--- src/common/irq_prio_consts.svh ---
/*
 * offsets, field masks, reset values and sizes of the source priority block.
 * assumes 32-bit aligned apb addresses; the package holds the types.
 */
`ifndef IRQ_PRIO_CONSTS_SVH
`define IRQ_PRIO_CONSTS_SVH

`define SPR_A_ADDR      32'hffff0024
`define SPR_B_ADDR      32'hffff0028
`define SPR_C_ADDR      32'hffff002c
`define NEST_CTRL_ADDR  32'hffff0030
`define NORM_INSV_ADDR  32'hffff003c
`define NORM_VEC_ADDR   32'hffff0040
`define FAST_VEC_ADDR   32'hffff0044

`define SPR_A_MASK      32'h00007777
`define SPR_B_MASK      32'h77777777
`define SPR_C_MASK      32'h00000077
`define NEST_CTRL_MASK  32'h00000003
`define NORM_INSV_MASK  32'h000000ff
`define REG_RESET       32'h00000000

`define NEST_NORM_BIT   0
`define NEST_FAST_BIT   1
`define VEC_VALID_BIT   31
`define SRC_COUNT       14
`define LEVEL_COUNT     8

`endif

--- src/common/irq_prio_pkg.sv ---
/*
 * types shared by the priority register block and its arbiter.
 * assumes irq_prio_consts.svh for the source and level counts.
 */
`include "irq_prio_consts.svh"

package irq_prio_pkg;
   typedef logic [2:0]                 prio_t;
   typedef prio_t [`SRC_COUNT-1:0]     prio_vec_t;
   typedef logic [`SRC_COUNT-1:0]      src_mask_t;
   typedef logic [`LEVEL_COUNT-1:0]    level_mask_t;
   typedef struct packed {
      logic       valid;
      logic [3:0] src;
      prio_t      prio;
   } arb_result_t;
endpackage : irq_prio_pkg

--- src/design/source_arbiter.sv ---
/*
 * combinational pick of the winning source of one request class.
 * assumes pending bits already enabled and on the same clock as its user.
 */
`timescale 1ns/1ps
`include "irq_prio_consts.svh"

module source_arbiter (
   input  wire irq_prio_pkg::src_mask_t   pend,
   input  wire irq_prio_pkg::prio_vec_t   prio,
   input  wire logic                      nest_en,
   input  wire irq_prio_pkg::level_mask_t in_service,
   output irq_prio_pkg::arb_result_t      result
);
   import irq_prio_pkg::*;

   prio_t eff_prio;
   logic  blocked;

   always_comb begin
      result   = '0;
      eff_prio = '0;
      blocked  = 1'b0;
      for (int i = 0; i < `SRC_COUNT; i++) begin
         // levels only count with nesting on; otherwise lowest index wins
         eff_prio = nest_en ? prio[i] : 3'h0;
         blocked  = 1'b0;
         for (int k = 0; k < `LEVEL_COUNT; k++) begin
            if (in_service[k] && (3'(k) <= eff_prio)) begin
               blocked = nest_en;
            end
         end
         // strict less-than keeps the lowest index on a tie; 0 is most urgent
         if (pend[i] && !blocked && (!result.valid || eff_prio < result.prio)) begin
            result.valid = 1'b1;
            result.src   = 4'(i);
            result.prio  = eff_prio;
         end
      end
   end
endmodule : source_arbiter

--- src/design/irq_prio_regs.sv ---
/*
 * per-source priority registers of the vectored interrupt controller,
 * apb slave, normal in-service tracking and normal/fast request outputs.
 * assumes pending inputs come from enabled source logic on sys_clk.
 */
`timescale 1ns/1ps
`include "irq_prio_consts.svh"

module irq_prio_regs (
   input  wire logic                     sys_clk,
   input  wire logic                     rst_n,
   input  wire logic                     psel,
   input  wire logic                     penable,
   input  wire logic                     pwrite,
   input  wire logic [31:0]              paddr,
   input  wire logic [31:0]              pwdata,
   output logic [31:0]                   prdata,
   output logic                          pready,
   output logic                          pslverr,
   input  wire irq_prio_pkg::src_mask_t  irq_pend,
   input  wire irq_prio_pkg::src_mask_t  fiq_pend,
   output logic                          irq_out,
   output logic                          fiq_out,
   output irq_prio_pkg::arb_result_t     irq_sel,
   output irq_prio_pkg::level_mask_t     in_service
);
   import irq_prio_pkg::*;

   logic [1:0]  rst_sync_ff;
   logic        sys_rst_n;
   logic [31:0] spr_a_ff;
   logic [31:0] spr_b_ff;
   logic [31:0] spr_c_ff;
   logic [1:0]  nest_ctrl_ff;
   level_mask_t insv_ff;
   logic [31:0] prdata_ff;
   logic        pready_ff;
   logic        pslverr_ff;
   logic        irq_out_ff;
   logic        fiq_out_ff;
   arb_result_t irq_sel_ff;
   arb_result_t vec_hold_ff;
   prio_vec_t   prio_vec;
   arb_result_t norm_res;
   arb_result_t fast_res;
   logic [55:0] nibbles;
   logic        setup;
   logic        access;
   logic        wr_acc;
   logic        vec_rd;
   level_mask_t insv_low;
   logic [31:0] nxt_prdata;
   logic        nxt_err;

   // reset released through two flops, asserted at once
   always_ff @(posedge sys_clk or negedge rst_n) begin
      if (!rst_n) begin
         rst_sync_ff <= 2'h0;
      end else begin
         rst_sync_ff <= {rst_sync_ff[0], 1'b1};
      end
   end
   assign sys_rst_n = rst_sync_ff[1];

   assign setup  = psel && !penable;
   assign access = psel && penable && pready_ff;
   assign wr_acc = access && pwrite;
   assign vec_rd = access && !pwrite && (paddr == `NORM_VEC_ADDR);

   // every field sits in its own nibble; gather them in source order
   assign nibbles = {spr_c_ff[7:0], spr_b_ff, spr_a_ff[15:0]};

   genvar gi;
   generate
      for (gi = 0; gi < `SRC_COUNT; gi++) begin : g_field
         assign prio_vec[gi] = nibbles[4*gi +: 3];
      end
   endgenerate

   source_arbiter u_norm_arb (
      .pend       (irq_pend),
      .prio       (prio_vec),
      .nest_en    (nest_ctrl_ff[`NEST_NORM_BIT]),
      .in_service (insv_ff),
      .result     (norm_res)
   );

   // the fast class keeps no in-service state of its own here
   source_arbiter u_fast_arb (
      .pend       (fiq_pend),
      .prio       (prio_vec),
      .nest_en    (nest_ctrl_ff[`NEST_FAST_BIT]),
      .in_service (8'h00),
      .result     (fast_res)
   );

   // priority words; masks keep reserved bits at zero
   always_ff @(posedge sys_clk or negedge sys_rst_n) begin
      if (!sys_rst_n) begin
         spr_a_ff <= `REG_RESET;
         spr_b_ff <= `REG_RESET;
         spr_c_ff <= `REG_RESET;
      end else if (wr_acc) begin
         if (paddr == `SPR_A_ADDR) begin
            spr_a_ff <= pwdata & `SPR_A_MASK;
         end
         if (paddr == `SPR_B_ADDR) begin
            spr_b_ff <= pwdata & `SPR_B_MASK;
         end
         if (paddr == `SPR_C_ADDR) begin
            spr_c_ff <= pwdata & `SPR_C_MASK;
         end
      end
   end

   always_ff @(posedge sys_clk or negedge sys_rst_n) begin
      if (!sys_rst_n) begin
         nest_ctrl_ff <= 2'h0;
      end else if (wr_acc && paddr == `NEST_CTRL_ADDR) begin
         nest_ctrl_ff <= pwdata[1:0];
      end
   end

   // only the most urgent set bit may be cleared, one per write
   assign insv_low = insv_ff & 8'(~insv_ff + 8'h01);

   always_ff @(posedge sys_clk or negedge sys_rst_n) begin
      if (!sys_rst_n) begin
         insv_ff <= '0;
      end else if (vec_rd && vec_hold_ff.valid && nest_ctrl_ff[`NEST_NORM_BIT]) begin
         insv_ff[vec_hold_ff.prio] <= 1'b1;
      end else if (wr_acc && paddr == `NORM_INSV_ADDR && |(insv_low & pwdata[7:0])) begin
         insv_ff <= insv_ff & ~insv_low;
      end
   end

   // read mux, sampled in the setup cycle so the access cycle answers at once
   always_comb begin
      nxt_prdata = 32'h0;
      nxt_err    = 1'b0;
      unique case (paddr)
         `SPR_A_ADDR:     nxt_prdata = spr_a_ff;
         `SPR_B_ADDR:     nxt_prdata = spr_b_ff;
         `SPR_C_ADDR:     nxt_prdata = spr_c_ff;
         `NEST_CTRL_ADDR: nxt_prdata = {30'h0, nest_ctrl_ff};
         `NORM_INSV_ADDR: nxt_prdata = {24'h0, insv_ff};
         `NORM_VEC_ADDR:  nxt_prdata = {norm_res.valid, 24'h0, norm_res.src, norm_res.prio};
         `FAST_VEC_ADDR:  nxt_prdata = {fast_res.valid, 24'h0, fast_res.src, fast_res.prio};
         default:         nxt_err    = 1'b1;
      endcase
   end

   always_ff @(posedge sys_clk or negedge sys_rst_n) begin
      if (!sys_rst_n) begin
         pready_ff   <= 1'b0;
         pslverr_ff  <= 1'b0;
         prdata_ff   <= 32'h0;
         vec_hold_ff <= '0;
      end else begin
         pready_ff  <= setup;
         pslverr_ff <= setup && nxt_err;
         if (setup) begin
            prdata_ff   <= pwrite ? 32'h0 : nxt_prdata;
            vec_hold_ff <= norm_res;
         end
      end
   end

   // fast requests always win over normal ones
   always_ff @(posedge sys_clk or negedge sys_rst_n) begin
      if (!sys_rst_n) begin
         irq_out_ff <= 1'b0;
         fiq_out_ff <= 1'b0;
         irq_sel_ff <= '0;
      end else begin
         fiq_out_ff <= fast_res.valid;
         irq_out_ff <= norm_res.valid && !fast_res.valid;
         irq_sel_ff <= norm_res;
      end
   end

   assign prdata     = prdata_ff;
   assign pready     = pready_ff;
   assign pslverr    = pslverr_ff;
   assign irq_out    = irq_out_ff;
   assign fiq_out    = fiq_out_ff;
   assign irq_sel    = irq_sel_ff;
   assign in_service = insv_ff;
endmodule : irq_prio_regs

--- config.mk ---
export PLATFORM = sky130hd
export DESIGN_NAME = irq_prio_regs
export DESIGN_NICKNAME = d
export VERILOG_FILES = /design/src/common/irq_prio_pkg.sv /design/src/design/source_arbiter.sv /design/src/design/irq_prio_regs.sv
export VERILOG_INCLUDE_DIRS = /design/src /design/src/common
export SDC_FILE = /design/constraint.sdc
export NUM_CORES = 1
export LEC_CHECK = 0
export BUFFER_PORTS_ARGS = -buffer_cell sky130_fd_sc_hd__buf_2
export CELL_PAD_IN_SITES_DETAIL_PLACEMENT = 1
export CELL_PAD_IN_SITES_GLOBAL_PLACEMENT = 1
export CORE_MARGIN = 3
export CORE_UTILIZATION = 41
export DETAILED_ROUTE_END_ITERATION = 8
export HOLD_SLACK_MARGIN = 0.02
export MAX_ROUTING_LAYER = met4
export PLACE_DENSITY_LB_ADDON = 0.1
export SLEW_MARGIN = 20
export SYNTH_ARGS = -nofsm -noshare
export SYNTH_HDL_FRONTEND = slang
export SYNTH_HIERARCHICAL = 1
export SYNTH_SLANG_ARGS = --single-unit
--- constraint.sdc ---
create_clock -name sys_clk -period 2.9 [get_ports sys_clk]
set_clock_uncertainty 0.2 [all_clocks]
set_input_delay 0.145 -clock sys_clk [delete_from_list [all_inputs] [get_ports sys_clk]]
set_output_delay 0.145 -clock sys_clk [all_outputs]
set_load 0.01 [all_outputs]
==> results.txt <==
- The run finished, with violations left.
- Violated checks: negative setup slack
- CP Class: reg -> reg
- In this run the core area contains 60 standard-cell rows.
- Half-perimeter wire length after detailed placement: 46000 um
- The first routing iteration left 2663 violations.
* Final setup violation count: 31
- Remaining antenna violation count after routing: 0
- In the final design database the tool counted 2190 nets.
* Start point of the critical path: spr_a_ff[2]$_DFFE_PN0P_
- Total iterations of the first detailed-routing run: 7
* Synthesis-to-layout area growth: 60.8%
- Proportion of layout cells with a drive suffix above 1: 0.487
- Post-route clock period utilization: 7.39
- In this run the mean area of a mapped cell was 8.35 um^2.
- Routability-driven placement finished with a final weighted congestion of 0.988.
- By instance count, the cell type seen most on the critical path is sky130_fd_sc_hd__ha_4.
- Final worst path period need: 21.43 ns
* Fraction of registers with async set/reset: 1.00
- # Max-Cap Violations: 0
- Filler cells: 3141
- Full die area: 0.0296 mm^2
* Initial antenna violation count: 7
- In the post-synthesis netlist, the biggest area contributors are sky130_fd_sc_hd__dfrtp_1 (21%), sky130_fd_sc_hd__ha_1 (5.8%), sky130_fd_sc_hd__nand2_1 (4.5%).
- Critical R2R Launch: spr_a_ff[2]$_DFFE_PN0P_
* Standard cell core area: 0.0270 mm^2
- For this run, the leading register cell type out of synthesis is sky130_fd_sc_hd__dfrtp_1.
* CP peak stage delay: 0.46 ns
- The max-slew violation count came to 0.
* Highest clock rate: 46.7 MHz
- Height of the die: 172 um
- In this run the static leakage power is 0.00871 uW.
- The root buffer cell chosen for the clock tree is sky130_fd_sc_hd__clkbuf_16.
- The H-tree was split into 3 levels.
- In the routed layout, each cell is associated on average with a via count of 7.34.
* Part of the Yosys area used for sequential elements: 0.215
* Startpoint class of the critical path: flip-flop
* Maximum buffer depth of the clock tree: 2
- Summed over all layers, the global routing overflow is 0.
- Entering global routing, the biggest net connects 46 pins.
* CP delay by family, top: compound AO/OA/AOI/OAI gates
- Post-DP Area: 0.0161 mm^2
- Clk slew on worst S/H paths: 0.10 ns
- Peak VDD IR: 399 uV
- Post-synth EDFFs: 0
- TritonCTS built the clock tree.
- Synth warn: 6
* Cell variety after synth: 108
- The floorplan step set the die width to 172 um.
* Most common cell in the netlist: sky130_fd_sc_hd__nand2_1
* Slowest stage cell, crit path: sky130_fd_sc_hd__o31ai_4
* Critical path data required time: 2.97 ns
- Number of vias after detailed routing: 17676
- In the synthesized netlist, the cells that appear most often are sky130_fd_sc_hd__nand2_1 (137), sky130_fd_sc_hd__a21oi_1 (101), sky130_fd_sc_hd__dfrtp_1 (97).
* Final worst slack: -18.53 ns
- Synth top area share: 0.215
- Synthesis inferred 97 register bits.
* Flop2flop setup slack: -18.53 ns
- Number of cells on the critical path: 102
- Type of destination of the critical path: flip-flop
* Final non-filler cell total: 2408
- Unrepaired setup endpoints after global routing: yes
- Buffers inserted during clock tree synthesis total 9.
* Initial standard-cell utilization of the core: 0.418
- Port buffering added 137 buffers.
- The number of placed instances, taps included, is 2263.
- Largest area contributor in the netlist: sky130_fd_sc_hd__dfrtp_1
- The via count of the first global-routing pass is 16759.
* Power density of the placed cells: 232 mW/mm^2
- Final Routed Wirelength: 84700 um
- DRC violation count after routing: 0
- Headroom to the max-slew limit came out at 0.239.
* Number of instances in the synthesized netlist: 1354
* Crit Path Max Fanout: 11
- Number of sinks handled by clock tree synthesis: 97
- In this run the worst setup path terminates at prdata[1]$_DFFE_PN0P_.
- Finished Core Util: 0.673
- First-pass GRT wire length: 102000 um
- At the worst endpoint, the arrival time is 21.50 ns.
- Across every metal layer, demand over resource in global routing totals 0.463.
- Per-cell routed wire length: 35.2 um
- Top-Level Pins: 149
- Summing all non-filler instances in the final layout gives an area of 0.0182 mm^2.
- The path class of the tightest hold or removal check is reg -> async.
- The clock reaches the later pin of the worst-skew pair after 0.39 ns.
- The hold violation count in the final report is 0.
- For the pin with the worst max-slew slack, the measured transition is 1.14 ns.
- The synthesized netlist occupies a cell area of 0.0113 mm^2.
- Together, buffers and inverters on the worst path number 8.
* Number of cells on the worst reg-to-reg path: 102
- Reg2reg end: prdata[1]$_DFFE_PN0P_
per-layer routing:
layer | vias to the layer above | routed length [um] | part of all wire | GRT usage
met2 | 1823 | 35200 | 0.42 | 0.738
met5 | - | 0 | 0 | -
li1 | 6573 | - | - | -
met1 | 8406 | 28800 | 0.34 | 0.553
met3 | 874 | 11200 | 0.13 | 0.0896
met4 | 0 | 9570 | 0.11 | 0.251
area by class of cell:
type	count	area [um^2]	area share
multi-input cells	1151	9460	0.520
repair buffers	711	5220	0.287
flip-flops and latches	97	2440	0.134
well taps	341	427	0.0235
inverters	71	267	0.0147
clock buffers	9	225	0.0124
clock inverters	7	91.3	0.00502
diodes	21	52.6	0.00289
worst register-to-register path: cells and delay by family, from the launching register on:
kind / cells / cell delay [ns]
buffers and inverters: 8 / 1.12
AOI/OAI and AO/OA: 51 / 9.70
muxes: 6 / 2.16
DFF: 1 / 0.41
adders and majority gates: 13 / 3.72
and+or+nand+nor: 24 / 4.00
worst min path at each step:
stage	start	end	slack, ns	depth (start not counted)
2_1_floorplan	rst_n	rst_sync_ff[0]$_DFF_PN0_	-0.35	0
3_3_place_gp	rst_n	rst_sync_ff[0]$_DFF_PN0_	-0.27	1
3_5_place_dp	rst_n	rst_sync_ff[0]$_DFF_PN0_	-0.26	1
4_1_cts	rst_sync_ff[1]$_DFF_PN0_	prdata[8]$_DFFE_PN0P_	0.12	0
5_1_grt	rst_sync_ff[1]$_DFF_PN0_	prdata[14]$_DFFE_PN0P_	0.14	0
6_report	rst_sync_ff[1]$_DFF_PN0_	spr_a_ff[0]$_DFFE_PN0P_	0.13	0
report_power, final:
group / internal, uW / total (uW) / leakage (uW) / switching (uW)
Sequential: 1380 / 1420 / 0.00130 / 43.4
Combinational: 617 / 1400 / 0.00725 / 781
Clock: 630 / 1410 / 0.000153 / 779
through the flow:
stage                     total power [uW]  setup TNS (ns)  worst slack, ns  hold slack (ns)
final                                 4230         -320.13           -18.53            0.125
after global routing                  4260         -326.02           -18.89            0.141
after CTS                             3810         -279.13           -16.34            0.116
after detailed placement              2380         -289.37           -17.13           -0.263
after global placement                2350         -279.48           -16.54           -0.270
after floorplan                       1900         -256.48           -15.48           -0.351
flip-flops by register name (all words and copies together) (netlist names):
name	count
vec_hold_ff	4
prdata	27
spr_a_ff	12
irq_sel	8
pslverr	1
irq_out	1
in_service	8
spr_c_ff	6
pready	1
rst_sync_ff	2
nest_ctrl_ff	2
fiq_out	1
spr_b_ff	24
cells in the final DEF, fill, tap and decap left out, drive strengths merged, types with 13 or more instances in the layout:
cell type	count
o21ai	101
dfrtp	97
nand3	25
a22o	14
inv	75
a22oi	23
buf	684
nand3b	14
mux2	64
o21a	26
o211ai	18
nor4b	16
and2	46
a211oi	32
ha	52
dlygate4sd3	27
a21oi	101
nor2	76
conb	31
nand2	137
nor3	30
or2	17
a21boi	14
diode	21
a21o	48
or3	13
a31oi	18
o22ai	20
repair_timing:
item                       4_1_cts  5_1_grt
hold buffers                    27        0
setup buffers                   62       26
pin swaps                       70       94
hold endpoints to repair        47        0
resized for setup               93       72
setup endpoints to repair       22       32
cell families after synthesis:
| logic type | share of synthesized area |
|---|---|
| AOI/OAI and AO/OA | 0.369 |
| and+or+nand+nor | 0.226 |
| buffers and inverters | 0.0595 |
| DFF | 0.215 |
| muxes | 0.0728 |
| adders and majority gates | 0.0575 |
| other | 0.000664 |
Note: power is estimated with default switching activity, not from simulation.
